[src/rtl/hps_pkg.sv]
// Purpose: Shared constants for the hub port swap and remap configuration block
// Assumes: Registers reached over AHB-Lite, one aligned word per register
// Notes: Printed offsets are register indices; the byte address is four times the index
package hps_pkg;
	// Register indices as printed, and their byte addresses
	localparam logic [7:0] IDX_CFG_BYTE3 = 8'h08;
	localparam logic [7:0] IDX_SWAP = 8'hfa;
	localparam logic [7:0] IDX_REMAP12 = 8'hfb;
	localparam logic [31:0] ADDR_CFG_BYTE3 = {22'h000000, IDX_CFG_BYTE3, 2'h0};
	localparam logic [31:0] ADDR_SWAP = {22'h000000, IDX_SWAP, 2'h0};
	localparam logic [31:0] ADDR_REMAP12 = {22'h000000, IDX_REMAP12, 2'h0};
	// Read-only status word of the effective mapping
	localparam logic [31:0] ADDR_STATUS = 32'h0000_0400;

	// Reset values
	localparam logic [7:0] RST_SWAP = 8'h00;
	localparam logic [7:0] RST_REMAP12 = 8'h00;
	localparam logic [7:0] RST_CFG_BYTE3 = 8'h00;

	// Field layout
	localparam int REMAP_EN_BIT = 3;
	localparam int UPSTREAM_BIT = 0;
	localparam int FIELD_W = 4;
	localparam int FIELD_LO_LSB = 0;
	localparam int FIELD_HI_LSB = 4;
	localparam int LOG_W = 3;
	localparam logic [3:0] MAP_DISABLED = 4'h0;
	localparam logic [3:0] MAP_LAST = 4'h7;
	localparam logic [2:0] ID_PHYS1 = 3'h1;
	localparam logic [2:0] ID_PHYS2 = 3'h2;

	// Status word layout
	localparam int ST_PHYS1_LSB = 0;
	localparam int ST_PHYS2_LSB = 4;
	localparam int ST_COUNT_LSB = 8;
	localparam int ST_ACTIVE_BIT = 16;

	// AHB-Lite encodings
	localparam logic [1:0] HTRANS_NONSEQ = 2'h2;
	localparam logic HRESP_OKAY = 1'h0;
endpackage

[src/rtl/hps_config.sv]
// Purpose: Data pin swap and physical-to-logical remap for ports 1 and 2 of a hub
// Assumes: AHB-Lite single word transfers; zero wait states; function side synchronous
// Notes: Pin routing and map outputs are registered, one cycle behind their inputs
// Operation
// Eight-bit swap mask holds one bit per port.
// Swap bit clear: D+ uses the DP pin, D- the DM pin.
// Swap bit set: D+ uses the DM pin, D- the DP pin.
// Mask bit zero swaps the upstream port.
// Mask bit N swaps downstream port N, for N one to seven.
// Eight-bit remap register holds one nibble per physical port 1 and 2.
// Upper nibble zero disables physical port 2.
// Upper nibble one to five maps port 2 to logical ports 1 to 5.
// Remapping applies only while the remap enable bit is set.
// Hub reports only a port count, never a numbering.
// Host numbers downstream ports from one up to the reported count.
// Software assigns logical numbers contiguously from one.
// Upper nibble six and seven map port 2 to logical 6 and 7.
// Lower nibble maps physical port 1 with the same encoding.
// Field values eight to fifteen act as zero, port disabled.
// Remap disabled: each physical port keeps its own number.
`timescale 1ns/1ps
module hps_config #(
	parameter int NUM_PORTS = 8
) (
	input wire logic I_CLK,
	input wire logic I_RST,
	input wire logic I_HSEL,
	input wire logic [31:0] I_HADDR,
	input wire logic [1:0] I_HTRANS,
	input wire logic I_HWRITE,
	input wire logic [2:0] I_HSIZE,
	input wire logic [31:0] I_HWDATA,
	input wire logic I_HREADY,
	output logic [31:0] O_HRDATA,
	output logic O_HREADYOUT,
	output logic O_HRESP,
	input wire logic [NUM_PORTS-1:0] I_FN_DP_O,
	input wire logic [NUM_PORTS-1:0] I_FN_DM_O,
	input wire logic [NUM_PORTS-1:0] I_FN_DP_OE,
	input wire logic [NUM_PORTS-1:0] I_FN_DM_OE,
	output logic [NUM_PORTS-1:0] O_FN_DP_I,
	output logic [NUM_PORTS-1:0] O_FN_DM_I,
	input wire logic [NUM_PORTS-1:0] I_PIN_DP_I,
	input wire logic [NUM_PORTS-1:0] I_PIN_DM_I,
	output logic [NUM_PORTS-1:0] O_PIN_DP_O,
	output logic [NUM_PORTS-1:0] O_PIN_DM_O,
	output logic [NUM_PORTS-1:0] O_PIN_DP_OE,
	output logic [NUM_PORTS-1:0] O_PIN_DM_OE,
	output logic O_REMAP_ACTIVE,
	output logic [2:0] O_PHYS1_LOGICAL,
	output logic [2:0] O_PHYS2_LOGICAL,
	output logic [3:0] O_PORT_COUNT
);

////////////////////////////////////////////////////////////////////////////////
	// Mask is eight bits wide, so at most eight ports; ports 1 and 2 must exist
	if (NUM_PORTS < 3 || NUM_PORTS > 8) begin : g_bad_ports
		$error("NUM_PORTS must lie between 3 and 8");
	end

	logic [7:0] swap_ff;
	logic [7:0] nxt_swap;
	logic [7:0] remap_ff;
	logic [7:0] nxt_remap;
	logic [7:0] cfg3_ff;
	logic [7:0] nxt_cfg3;
	logic wr_pend_ff;
	logic nxt_wr_pend;
	logic [31:0] wr_addr_ff;
	logic [31:0] nxt_wr_addr;
	logic [31:0] nxt_rdata;
	logic addr_phase;
	logic [31:0] status_word;

////////////////////////////////////////////////////////////////////////////////
	// Bus slave answers in zero wait states and never errors
	assign O_HREADYOUT = 1'h1;
	assign O_HRESP = hps_pkg::HRESP_OKAY;
	assign addr_phase = I_HSEL && (I_HTRANS == hps_pkg::HTRANS_NONSEQ) && I_HREADY;

	// Write capture: address phase remembered, data applied in the data phase
	always_comb begin
		nxt_wr_pend = addr_phase && I_HWRITE;
		nxt_wr_addr = wr_addr_ff;
		if (addr_phase && I_HWRITE) begin
			nxt_wr_addr = I_HADDR;
		end
		nxt_swap = swap_ff;
		nxt_remap = remap_ff;
		nxt_cfg3 = cfg3_ff;
		// Only the low byte carries data; unmapped writes are dropped
		if (wr_pend_ff) begin
			if (wr_addr_ff == hps_pkg::ADDR_SWAP) begin
				nxt_swap = I_HWDATA[7:0];
			end else if (wr_addr_ff == hps_pkg::ADDR_REMAP12) begin
				nxt_remap = I_HWDATA[7:0];
			end else if (wr_addr_ff == hps_pkg::ADDR_CFG_BYTE3) begin
				nxt_cfg3 = I_HWDATA[7:0];
			end
		end
	end

	// Register read data is built from next values, so a read right after a write sees it; status uses the registered map
	always_comb begin
		nxt_rdata = 32'h0000_0000;
		if (addr_phase && !I_HWRITE) begin
			if (I_HADDR == hps_pkg::ADDR_SWAP) begin
				nxt_rdata = {24'h000000, nxt_swap};
			end else if (I_HADDR == hps_pkg::ADDR_REMAP12) begin
				nxt_rdata = {24'h000000, nxt_remap};
			end else if (I_HADDR == hps_pkg::ADDR_CFG_BYTE3) begin
				nxt_rdata = {24'h000000, nxt_cfg3};
			end else if (I_HADDR == hps_pkg::ADDR_STATUS) begin
				nxt_rdata = status_word;
			end
		end
	end

	// Register bank and bus pipeline
	always_ff @(posedge I_CLK or posedge I_RST) begin
		if (I_RST) begin
			swap_ff <= hps_pkg::RST_SWAP;
			remap_ff <= hps_pkg::RST_REMAP12;
			cfg3_ff <= hps_pkg::RST_CFG_BYTE3;
			wr_pend_ff <= 1'h0;
			wr_addr_ff <= 32'h0000_0000;
			O_HRDATA <= 32'h0000_0000;
		end else begin
			swap_ff <= nxt_swap;
			remap_ff <= nxt_remap;
			cfg3_ff <= nxt_cfg3;
			wr_pend_ff <= nxt_wr_pend;
			wr_addr_ff <= nxt_wr_addr;
			O_HRDATA <= nxt_rdata;
		end
	end

////////////////////////////////////////////////////////////////////////////////
	// Pin routing; outputs are registered, costing one cycle of latency
	logic [NUM_PORTS-1:0] nxt_pin_dp_o;
	logic [NUM_PORTS-1:0] nxt_pin_dm_o;
	logic [NUM_PORTS-1:0] nxt_pin_dp_oe;
	logic [NUM_PORTS-1:0] nxt_pin_dm_oe;
	logic [NUM_PORTS-1:0] nxt_fn_dp_i;
	logic [NUM_PORTS-1:0] nxt_fn_dm_i;

	// Bit 0 is the upstream port, bit N downstream port N
	for (genvar i = 0; i < NUM_PORTS; i++) begin : g_port
		assign nxt_pin_dp_o[i] = swap_ff[i] ? I_FN_DM_O[i] : I_FN_DP_O[i];
		assign nxt_pin_dm_o[i] = swap_ff[i] ? I_FN_DP_O[i] : I_FN_DM_O[i];
		assign nxt_pin_dp_oe[i] = swap_ff[i] ? I_FN_DM_OE[i] : I_FN_DP_OE[i];
		assign nxt_pin_dm_oe[i] = swap_ff[i] ? I_FN_DP_OE[i] : I_FN_DM_OE[i];
		assign nxt_fn_dp_i[i] = swap_ff[i] ? I_PIN_DM_I[i] : I_PIN_DP_I[i];
		assign nxt_fn_dm_i[i] = swap_ff[i] ? I_PIN_DP_I[i] : I_PIN_DM_I[i];
	end

	// Registered pin side
	always_ff @(posedge I_CLK or posedge I_RST) begin
		if (I_RST) begin
			O_PIN_DP_O <= '0;
			O_PIN_DM_O <= '0;
			O_PIN_DP_OE <= '0;
			O_PIN_DM_OE <= '0;
			O_FN_DP_I <= '0;
			O_FN_DM_I <= '0;
		end else begin
			O_PIN_DP_O <= nxt_pin_dp_o;
			O_PIN_DM_O <= nxt_pin_dm_o;
			O_PIN_DP_OE <= nxt_pin_dp_oe;
			O_PIN_DM_OE <= nxt_pin_dm_oe;
			O_FN_DP_I <= nxt_fn_dp_i;
			O_FN_DM_I <= nxt_fn_dm_i;
		end
	end

////////////////////////////////////////////////////////////////////////////////
	// Field decode: reserved codes fall back to disabled
	function automatic logic [2:0] decode_field(input logic [3:0] f);
		logic [2:0] r;
		r = 3'h0;
		if (f != hps_pkg::MAP_DISABLED && f <= hps_pkg::MAP_LAST) begin
			r = f[2:0];
		end
		return r;
	endfunction

	logic remap_on;
	logic [3:0] field_lo;
	logic [3:0] field_hi;
	logic [2:0] nxt_phys1;
	logic [2:0] nxt_phys2;
	logic [3:0] nxt_count;

	assign remap_on = cfg3_ff[hps_pkg::REMAP_EN_BIT];
	assign field_lo = remap_ff[hps_pkg::FIELD_LO_LSB +: hps_pkg::FIELD_W];
	assign field_hi = remap_ff[hps_pkg::FIELD_HI_LSB +: hps_pkg::FIELD_W];

	// Effective map; the count is all the hub exposes to the host
	always_comb begin
		nxt_phys1 = hps_pkg::ID_PHYS1;
		nxt_phys2 = hps_pkg::ID_PHYS2;
		if (remap_on) begin
			nxt_phys1 = decode_field(field_lo);
			nxt_phys2 = decode_field(field_hi);
		end
		// No check of contiguity here; software keeps numbers dense
		nxt_count = 4'(NUM_PORTS - 1);
		if (nxt_phys1 == 3'h0) begin
			nxt_count = nxt_count - 4'h1;
		end
		if (nxt_phys2 == 3'h0) begin
			nxt_count = nxt_count - 4'h1;
		end
	end

	// Registered map outputs
	always_ff @(posedge I_CLK or posedge I_RST) begin
		if (I_RST) begin
			O_REMAP_ACTIVE <= 1'h0;
			O_PHYS1_LOGICAL <= hps_pkg::ID_PHYS1;
			O_PHYS2_LOGICAL <= hps_pkg::ID_PHYS2;
			O_PORT_COUNT <= 4'(NUM_PORTS - 1);
		end else begin
			O_REMAP_ACTIVE <= remap_on;
			O_PHYS1_LOGICAL <= nxt_phys1;
			O_PHYS2_LOGICAL <= nxt_phys2;
			O_PORT_COUNT <= nxt_count;
		end
	end

	// Status word mirrors the registered map
	always_comb begin
		status_word = 32'h0000_0000;
		status_word[hps_pkg::ST_PHYS1_LSB +: 3] = O_PHYS1_LOGICAL;
		status_word[hps_pkg::ST_PHYS2_LSB +: 3] = O_PHYS2_LOGICAL;
		status_word[hps_pkg::ST_COUNT_LSB +: 4] = O_PORT_COUNT;
		status_word[hps_pkg::ST_ACTIVE_BIT] = O_REMAP_ACTIVE;
	end

////////////////////////////////////////////////////////////////////////////////
	// Checks
	chk_swap_write_lands: assert property (@(posedge I_CLK) disable iff (I_RST)
		(addr_phase && I_HWRITE && I_HADDR == hps_pkg::ADDR_SWAP)
		##1 1'h1 |=> swap_ff == $past(I_HWDATA[7:0]))
		else $error("swap mask write lost");

	chk_clear_dp_path: assert property (@(posedge I_CLK) disable iff (I_RST)
		// Skip the first edge after reset: its outputs are reset values, not routed ones
		!$past(I_RST) |->
		((O_PIN_DP_O ^ $past(I_FN_DP_O)) & ~$past(swap_ff[NUM_PORTS-1:0])) == '0)
		else $error("unswapped DP pin wrong");

	chk_set_dm_path: assert property (@(posedge I_CLK) disable iff (I_RST)
		##1 1'h1 |-> ((O_PIN_DM_O ^ $past(I_FN_DP_O)) & $past(swap_ff[NUM_PORTS-1:0])) == '0)
		else $error("swapped DM pin wrong");

	chk_set_rx_path: assert property (@(posedge I_CLK) disable iff (I_RST)
		##1 1'h1 |-> ((O_FN_DP_I ^ $past(I_PIN_DM_I)) & $past(swap_ff[NUM_PORTS-1:0])) == '0)
		else $error("swapped receive path wrong");

	chk_upstream_swap: assert property (@(posedge I_CLK) disable iff (I_RST)
		swap_ff[hps_pkg::UPSTREAM_BIT] |=>
		O_PIN_DP_OE[hps_pkg::UPSTREAM_BIT] == $past(I_FN_DM_OE[hps_pkg::UPSTREAM_BIT]))
		else $error("upstream swap wrong");

	chk_down1_swap: assert property (@(posedge I_CLK) disable iff (I_RST)
		swap_ff[1] |=> O_PIN_DM_OE[1] == $past(I_FN_DP_OE[1]))
		else $error("downstream port 1 swap wrong");

	chk_remap_hi_valid: assert property (@(posedge I_CLK) disable iff (I_RST)
		remap_on && field_hi != 4'h0 && !field_hi[3] |=> O_PHYS2_LOGICAL == $past(field_hi[2:0]))
		else $error("port 2 mapping wrong");

	chk_remap_lo_valid: assert property (@(posedge I_CLK) disable iff (I_RST)
		remap_on && field_lo != 4'h0 && !field_lo[3] |=> O_PHYS1_LOGICAL == $past(field_lo[2:0]))
		else $error("port 1 mapping wrong");

	chk_reserved_off: assert property (@(posedge I_CLK) disable iff (I_RST)
		remap_on && (field_hi[3] || field_hi == 4'h0) |=> O_PHYS2_LOGICAL == 3'h0)
		else $error("reserved code not disabled");

	chk_identity_map: assert property (@(posedge I_CLK) disable iff (I_RST)
		!remap_on |=> O_PHYS1_LOGICAL == 3'h1 && O_PHYS2_LOGICAL == 3'h2 && !O_REMAP_ACTIVE)
		else $error("identity map broken");

	chk_port_count: assert property (@(posedge I_CLK) disable iff (I_RST)
		##1 1'h1 |-> O_PORT_COUNT == 4'(NUM_PORTS - 1)
		- 4'(O_PHYS1_LOGICAL == 3'h0) - 4'(O_PHYS2_LOGICAL == 3'h0))
		else $error("reported count wrong");

////////////////////////////////////////////////////////////////////////////////
	// Checks on the routes not covered above and on every class of remap code
	// Pin outputs, DM receive and DP enable are checked on both sides of their swap bit (DP enable set at bit 0 only);
	// DP receive is checked only with the bit set, and DM enable only set and at bit 1
	chk_clear_dm_path: assert property (@(posedge I_CLK) disable iff (I_RST)
		!$past(I_RST) |->
		((O_PIN_DM_O ^ $past(I_FN_DM_O)) & ~$past(swap_ff[NUM_PORTS-1:0])) == '0)
		else $error("unswapped DM pin wrong");

	chk_clear_rx_path: assert property (@(posedge I_CLK) disable iff (I_RST)
		!$past(I_RST) |->
		((O_FN_DM_I ^ $past(I_PIN_DM_I)) & ~$past(swap_ff[NUM_PORTS-1:0])) == '0)
		else $error("unswapped receive path wrong");

	chk_clear_oe_path: assert property (@(posedge I_CLK) disable iff (I_RST)
		!$past(I_RST) |->
		((O_PIN_DP_OE ^ $past(I_FN_DP_OE)) & ~$past(swap_ff[NUM_PORTS-1:0])) == '0)
		else $error("unswapped DP enable wrong");

	chk_set_dp_path: assert property (@(posedge I_CLK) disable iff (I_RST)
		!$past(I_RST) |->
		((O_PIN_DP_O ^ $past(I_FN_DM_O)) & $past(swap_ff[NUM_PORTS-1:0])) == '0)
		else $error("swapped DP pin wrong");

	chk_set_rx_dm: assert property (@(posedge I_CLK) disable iff (I_RST)
		!$past(I_RST) |->
		((O_FN_DM_I ^ $past(I_PIN_DP_I)) & $past(swap_ff[NUM_PORTS-1:0])) == '0)
		else $error("swapped DM receive path wrong");

	chk_top_pin_swap: assert property (@(posedge I_CLK) disable iff (I_RST)
		swap_ff[NUM_PORTS-1] |=> O_PIN_DP_O[NUM_PORTS-1] == $past(I_FN_DM_O[NUM_PORTS-1]))
		else $error("top downstream port swap wrong");

	chk_remap_write_lands: assert property (@(posedge I_CLK) disable iff (I_RST)
		(addr_phase && I_HWRITE && I_HADDR == hps_pkg::ADDR_REMAP12)
		##1 1'h1 |=> remap_ff == $past(I_HWDATA[7:0]))
		else $error("remap write lost");

	chk_hi_disabled: assert property (@(posedge I_CLK) disable iff (I_RST)
		remap_on && field_hi == hps_pkg::MAP_DISABLED |=> O_PHYS2_LOGICAL == 3'h0)
		else $error("port 2 not disabled");

	chk_hi_upper_codes: assert property (@(posedge I_CLK) disable iff (I_RST)
		remap_on && field_hi[3:1] == 3'h3 |=> O_PHYS2_LOGICAL == $past(field_hi[2:0]))
		else $error("port 2 upper codes wrong");

	chk_lo_disabled: assert property (@(posedge I_CLK) disable iff (I_RST)
		remap_on && field_lo == hps_pkg::MAP_DISABLED |=> O_PHYS1_LOGICAL == 3'h0)
		else $error("port 1 not disabled");

	chk_lo_reserved: assert property (@(posedge I_CLK) disable iff (I_RST)
		remap_on && field_lo[3] |=> O_PHYS1_LOGICAL == 3'h0)
		else $error("port 1 reserved code not disabled");

	chk_remap_gate: assert property (@(posedge I_CLK) disable iff (I_RST)
		remap_on |=> O_REMAP_ACTIVE)
		else $error("remap enable not applied");

endmodule

[config.mk]
export PLATFORM = sky130hd
export DESIGN_NAME = hps_config
export DESIGN_NICKNAME = d
export VERILOG_FILES = /design/src/rtl/hps_pkg.sv /design/src/rtl/hps_config.sv
export SDC_FILE = /design/constraint.sdc
export NUM_CORES = 1
export LEC_CHECK = 0
export BUFFER_PORTS_ARGS = -buffer_cell sky130_fd_sc_hd__clkbuf_2
export CAP_MARGIN = 20
export CORE_AREA = 2 2 107 109
export DETAILED_ROUTE_END_ITERATION = 10
export DIE_AREA = 0 0 109 111
export PLACE_DENSITY = 0.82
export REMOVE_ABC_BUFFERS = 1
export SLEW_MARGIN = 30
export SYNTH_ARGS = -nofsm -noshare
export SYNTH_HDL_FRONTEND = slang
export SYNTH_SLANG_ARGS = --single-unit
[constraint.sdc]
create_clock -name I_CLK -period 9 [get_ports I_CLK]
set_clock_uncertainty 0.2 [all_clocks]
set_input_delay 0.9 -clock I_CLK [delete_from_list [all_inputs] [get_ports I_CLK]]
set_output_delay 0.9 -clock I_CLK [all_outputs]
set_load 0.01 [all_outputs]
==> impl_metrics.py <==
metrics = {
    "outcome": {
        "status": "complete, no violations",
    },
    "critical_path": {
        "r2r_slack_ns": 6.36,
        "max_stage_delay_ns": 0.48,
        "critical_path.most_common_cell": "nor4_1",
        "ff2ff_path_depth": 6,
        "crit_family": "simple AND/OR/NAND/NOR gates",
        "crit_slowest_cell": "nor4_1",
        "critPathBufInv": 1,
        "worst_ep_required_time_ns": 9.14,
        "crit_cells": 7,
        "path_class": "input pin to flip-flop",
        "critical_path.max_fanout": 6,
        "startpoint_type": "input pin",
        "critPathArrivalTime_ns": 3.02,
        "crit_path_end_kind": "flip-flop",
        "worstPathCellList": "clkbuf_2 -> nor4_1 -> nand4_1 -> nor4_1 -> nor2b_1 -> a221o_2 -> o21a_1",
    },
    "sta": {
        "tightest_slew_ns": 0.814,
        "hold_ws_ns": 0.290,
        "tns_ns": 0,
        "period_minus_slack_ns": 2.88,
        "period_share": 0.320,
        "setup_viol": 0,
        "fmax_mhz": 347,
        "finalHoldViolCount": 0,
        "setup_ws_ns": 6.12,
        "rsz0062_at_grt": "no",
        "finalMaxSlewViolations": 0,
        "slew_headroom": 0.454,
    },
    "floorplanning": {
        "die_y_um": 111,
        "core-area_um2": 11100,
        "die-area_um2": 12100,
        "start_util": 0.491,
        "num_rows": 39,
        "die_x_um": 109,
        "num_io_pins": 215,
    },
    "clock_tree": {
        "clock_path_buffers": 2,
        "cts-root-buf": "clkbuf_16",
        "postCtsResizedCells": 0,
        "cts_sinks": 126,
        "clk_pin_slew_ns": 0.05,
        "h-tree-depth": 4,
        "numCtsBuffers": 17,
        "cts_hold_buf": 0,
        "tritoncts": "yes",
        "cts_setup_buffers": 0,
        "clk_latency_ns": 0.40,
    },
    "synthesis": {
        "async_flop_share": 1.00,
        "syn_area_per_cell_um2": 11.5,
        "synth-edff-count": 0,
        "synth-main-ff-cell": "dfrtp_1",
        "yosysSeqAreaShare": 0.581,
        "synth_area_um2": 5430,
        "synth_cell_types": 41,
        "yosysWarnings": 0,
        "synth-seq-cells": 126,
        "netlist_instances": 471,
    },
    "placed_design": {
        "pre_cts_slack_ns": 5.55,
        "port_buffers": 163,
        "place_area_um2": 6270,
        "gp_congestion": 0.796,
        "dp_hpwl_mm": 8.61,
    },
    "grt": {
        "grt_usage": 0.205,
        "grt_pass1_wl_mm": 19.1,
        "grt_max_degree": 73,
        "grt_pass1_vias": 4007,
        "gr-total-overflow": 0,
        "antenna_found_initial": 0,
    },
    "drt": {
        "postRouteAntennaNets": 0,
        "drt_first_pass_iters": 4,
        "wire_per_inst_um": 14.9,
        "drt_wl_total_mm": 11.7,
        "drt_iter0_drc": 222,
        "via_per_inst": 5.05,
        "drc": 0,
        "vias": 3987,
    },
    "cells_and_area": {
        "diodes": 0,
        "areaGrowthSynthToFinish_pct": 27.7,
        "drive_gt1_frac": 0.440,
        "finalNetCount": 756,
        "fin_area_um2": 6940,
    },
    "job": {
        "drv_cap": 0,
    },
    "pwr": {
        "power_density_nw_per_um2": 217,
        "power_leakage_nw": 3.57,
        "peakVddDrop_v": 0.000101,
    },
    "hold_path": {
        "holdPathStages": 1,
        "min_path_type": "flip-flop to flip-flop",
    },
}
==> logic make-up after synthesis <==
group                      share of synthesized area
adders and majority gates                    0.00230
muxes                                          0.137
other                                        0.00138
AOI/OAI and AO/OA                             0.0451
buffers and inverters                         0.0543
DFF                                            0.581
and+or+nand+nor                                0.179
==> synth_stat cells, types with 2 or more instances <==
cell type  instances  area share
and2_1             2      0.0023
a221o_2            4      0.0083
a21o_2             4      0.0064
a31oi_1            8      0.0092
mux2_4             6       0.017
buf_2              2      0.0018
nor3_1             8      0.0074
a21o_1             2      0.0028
inv_1              9      0.0062
dfrtp_1          122        0.56
nand3_1            6      0.0055
o21a_1             6      0.0083
and3_1             6      0.0069
and3b_1            4      0.0064
nor2_1             4      0.0028
conb_1             2      0.0014
nand4_1            6      0.0069
nor4b_1            2      0.0032
clkbuf_1          16       0.011
buf_4             24       0.033
mux2_2            57        0.12
nor4_1            14       0.016
a221o_1            2      0.0037
nand2_1          119       0.082
nor2b_1            8      0.0092
dfstp_2            4       0.019
nor4_2             4      0.0092
o21ai_0            7      0.0064
==> stage by stage <==
stage | util | cells | total power [mW]
after floorplan | - | 450 | 0.717
after global placement | 0.566 | 757 | 0.768
after detailed placement | 0.566 | 757 | 0.776
after CTS | 0.625 | 789 | 1.52
after global routing | 0.626 | 789 | 1.57
final | 0.626 | 789 | 1.51
==> sequential cells by signal, summed over array words and instances (netlist names) <==
signal,cells
O_PORT_COUNT,2
O_PIN_DM_O,8
O_FN_DP_I,8
remap_ff,8
swap_ff,8
O_PIN_DP_O,8
wr_pend_ff,1
O_PIN_DP_OE,8
cfg3_ff,8
wr_addr_ff,32
O_HRDATA,12
O_FN_DM_I,8
O_PIN_DM_OE,8
O_PHYS1_LOGICAL,3
O_REMAP_ACTIVE,1
O_PHYS2_LOGICAL,3
==> report_power, final <==
part | total [mW] | internal [mW] | switching [mW]
Sequential | 0.645 | 0.610 | 0.0341
Clock | 0.741 | 0.499 | 0.242
Combinational | 0.122 | 0.0561 | 0.0656
==> per-layer routing <==
| layer | routed length (µm) | vias up | global-route usage |
|---|---|---|---|
| li1 | - | 1898 | - |
| met1 | 4880 | 1917 | 0.267 |
| met2 | 5770 | 161 | 0.333 |
| met3 | 984 | 11 | 0.0653 |
| met4 | 99 | 0 | 0.0470 |
| met5 | 0 | - | 0 |
==> cells in the final DEF, fill, tap and decap left out, types with 4 or more instances in the layout <==
| cell type | n |
|---|---|
| nor3_1 | 8 |
| and3b_1 | 4 |
| a31oi_1 | 8 |
| dfstp_2 | 4 |
| mux2_4 | 6 |
| nor2_1 | 4 |
| conb_1 | 24 |
| nand2_1 | 119 |
| clkbuf_16 | 17 |
| a21o_2 | 4 |
| mux2_2 | 57 |
| nor4_1 | 13 |
| nand3_1 | 6 |
| bufinv_16 | 5 |
| nand4_1 | 6 |
| o21ai_0 | 7 |
| dfrtp_1 | 122 |
| a221o_2 | 4 |
| and3_1 | 6 |
| inv_1 | 7 |
| clkbuf_2 | 163 |
| nor2b_1 | 8 |
| o21a_1 | 6 |
| clkinv_2 | 4 |
==> final cells by class <==
class,count,area (µm²)
Timing Repair Buffer,164,827
Multi-Input combinational cell,315,2090
Clock inverter,14,213
Clock buffer,18,439
Inverter,9,36.3
Sequential cell,126,3160
Tap cell,143,179
Fill cell,888,4140
==> final timing paths <==
check,startpoint,end
max,I_HADDR[21],O_HRDATA[6]
min,cfg3_ff[4],cfg3_ff[4]
max reg2reg,wr_addr_ff[11],O_HRDATA[3]
min reg2reg,cfg3_ff[4],cfg3_ff[4]
max in group asynchronous,I_RST,wr_addr_ff[3]
min in group asynchronous,I_RST,O_PIN_DP_O[5]
(Power assumes the default switching activity.)
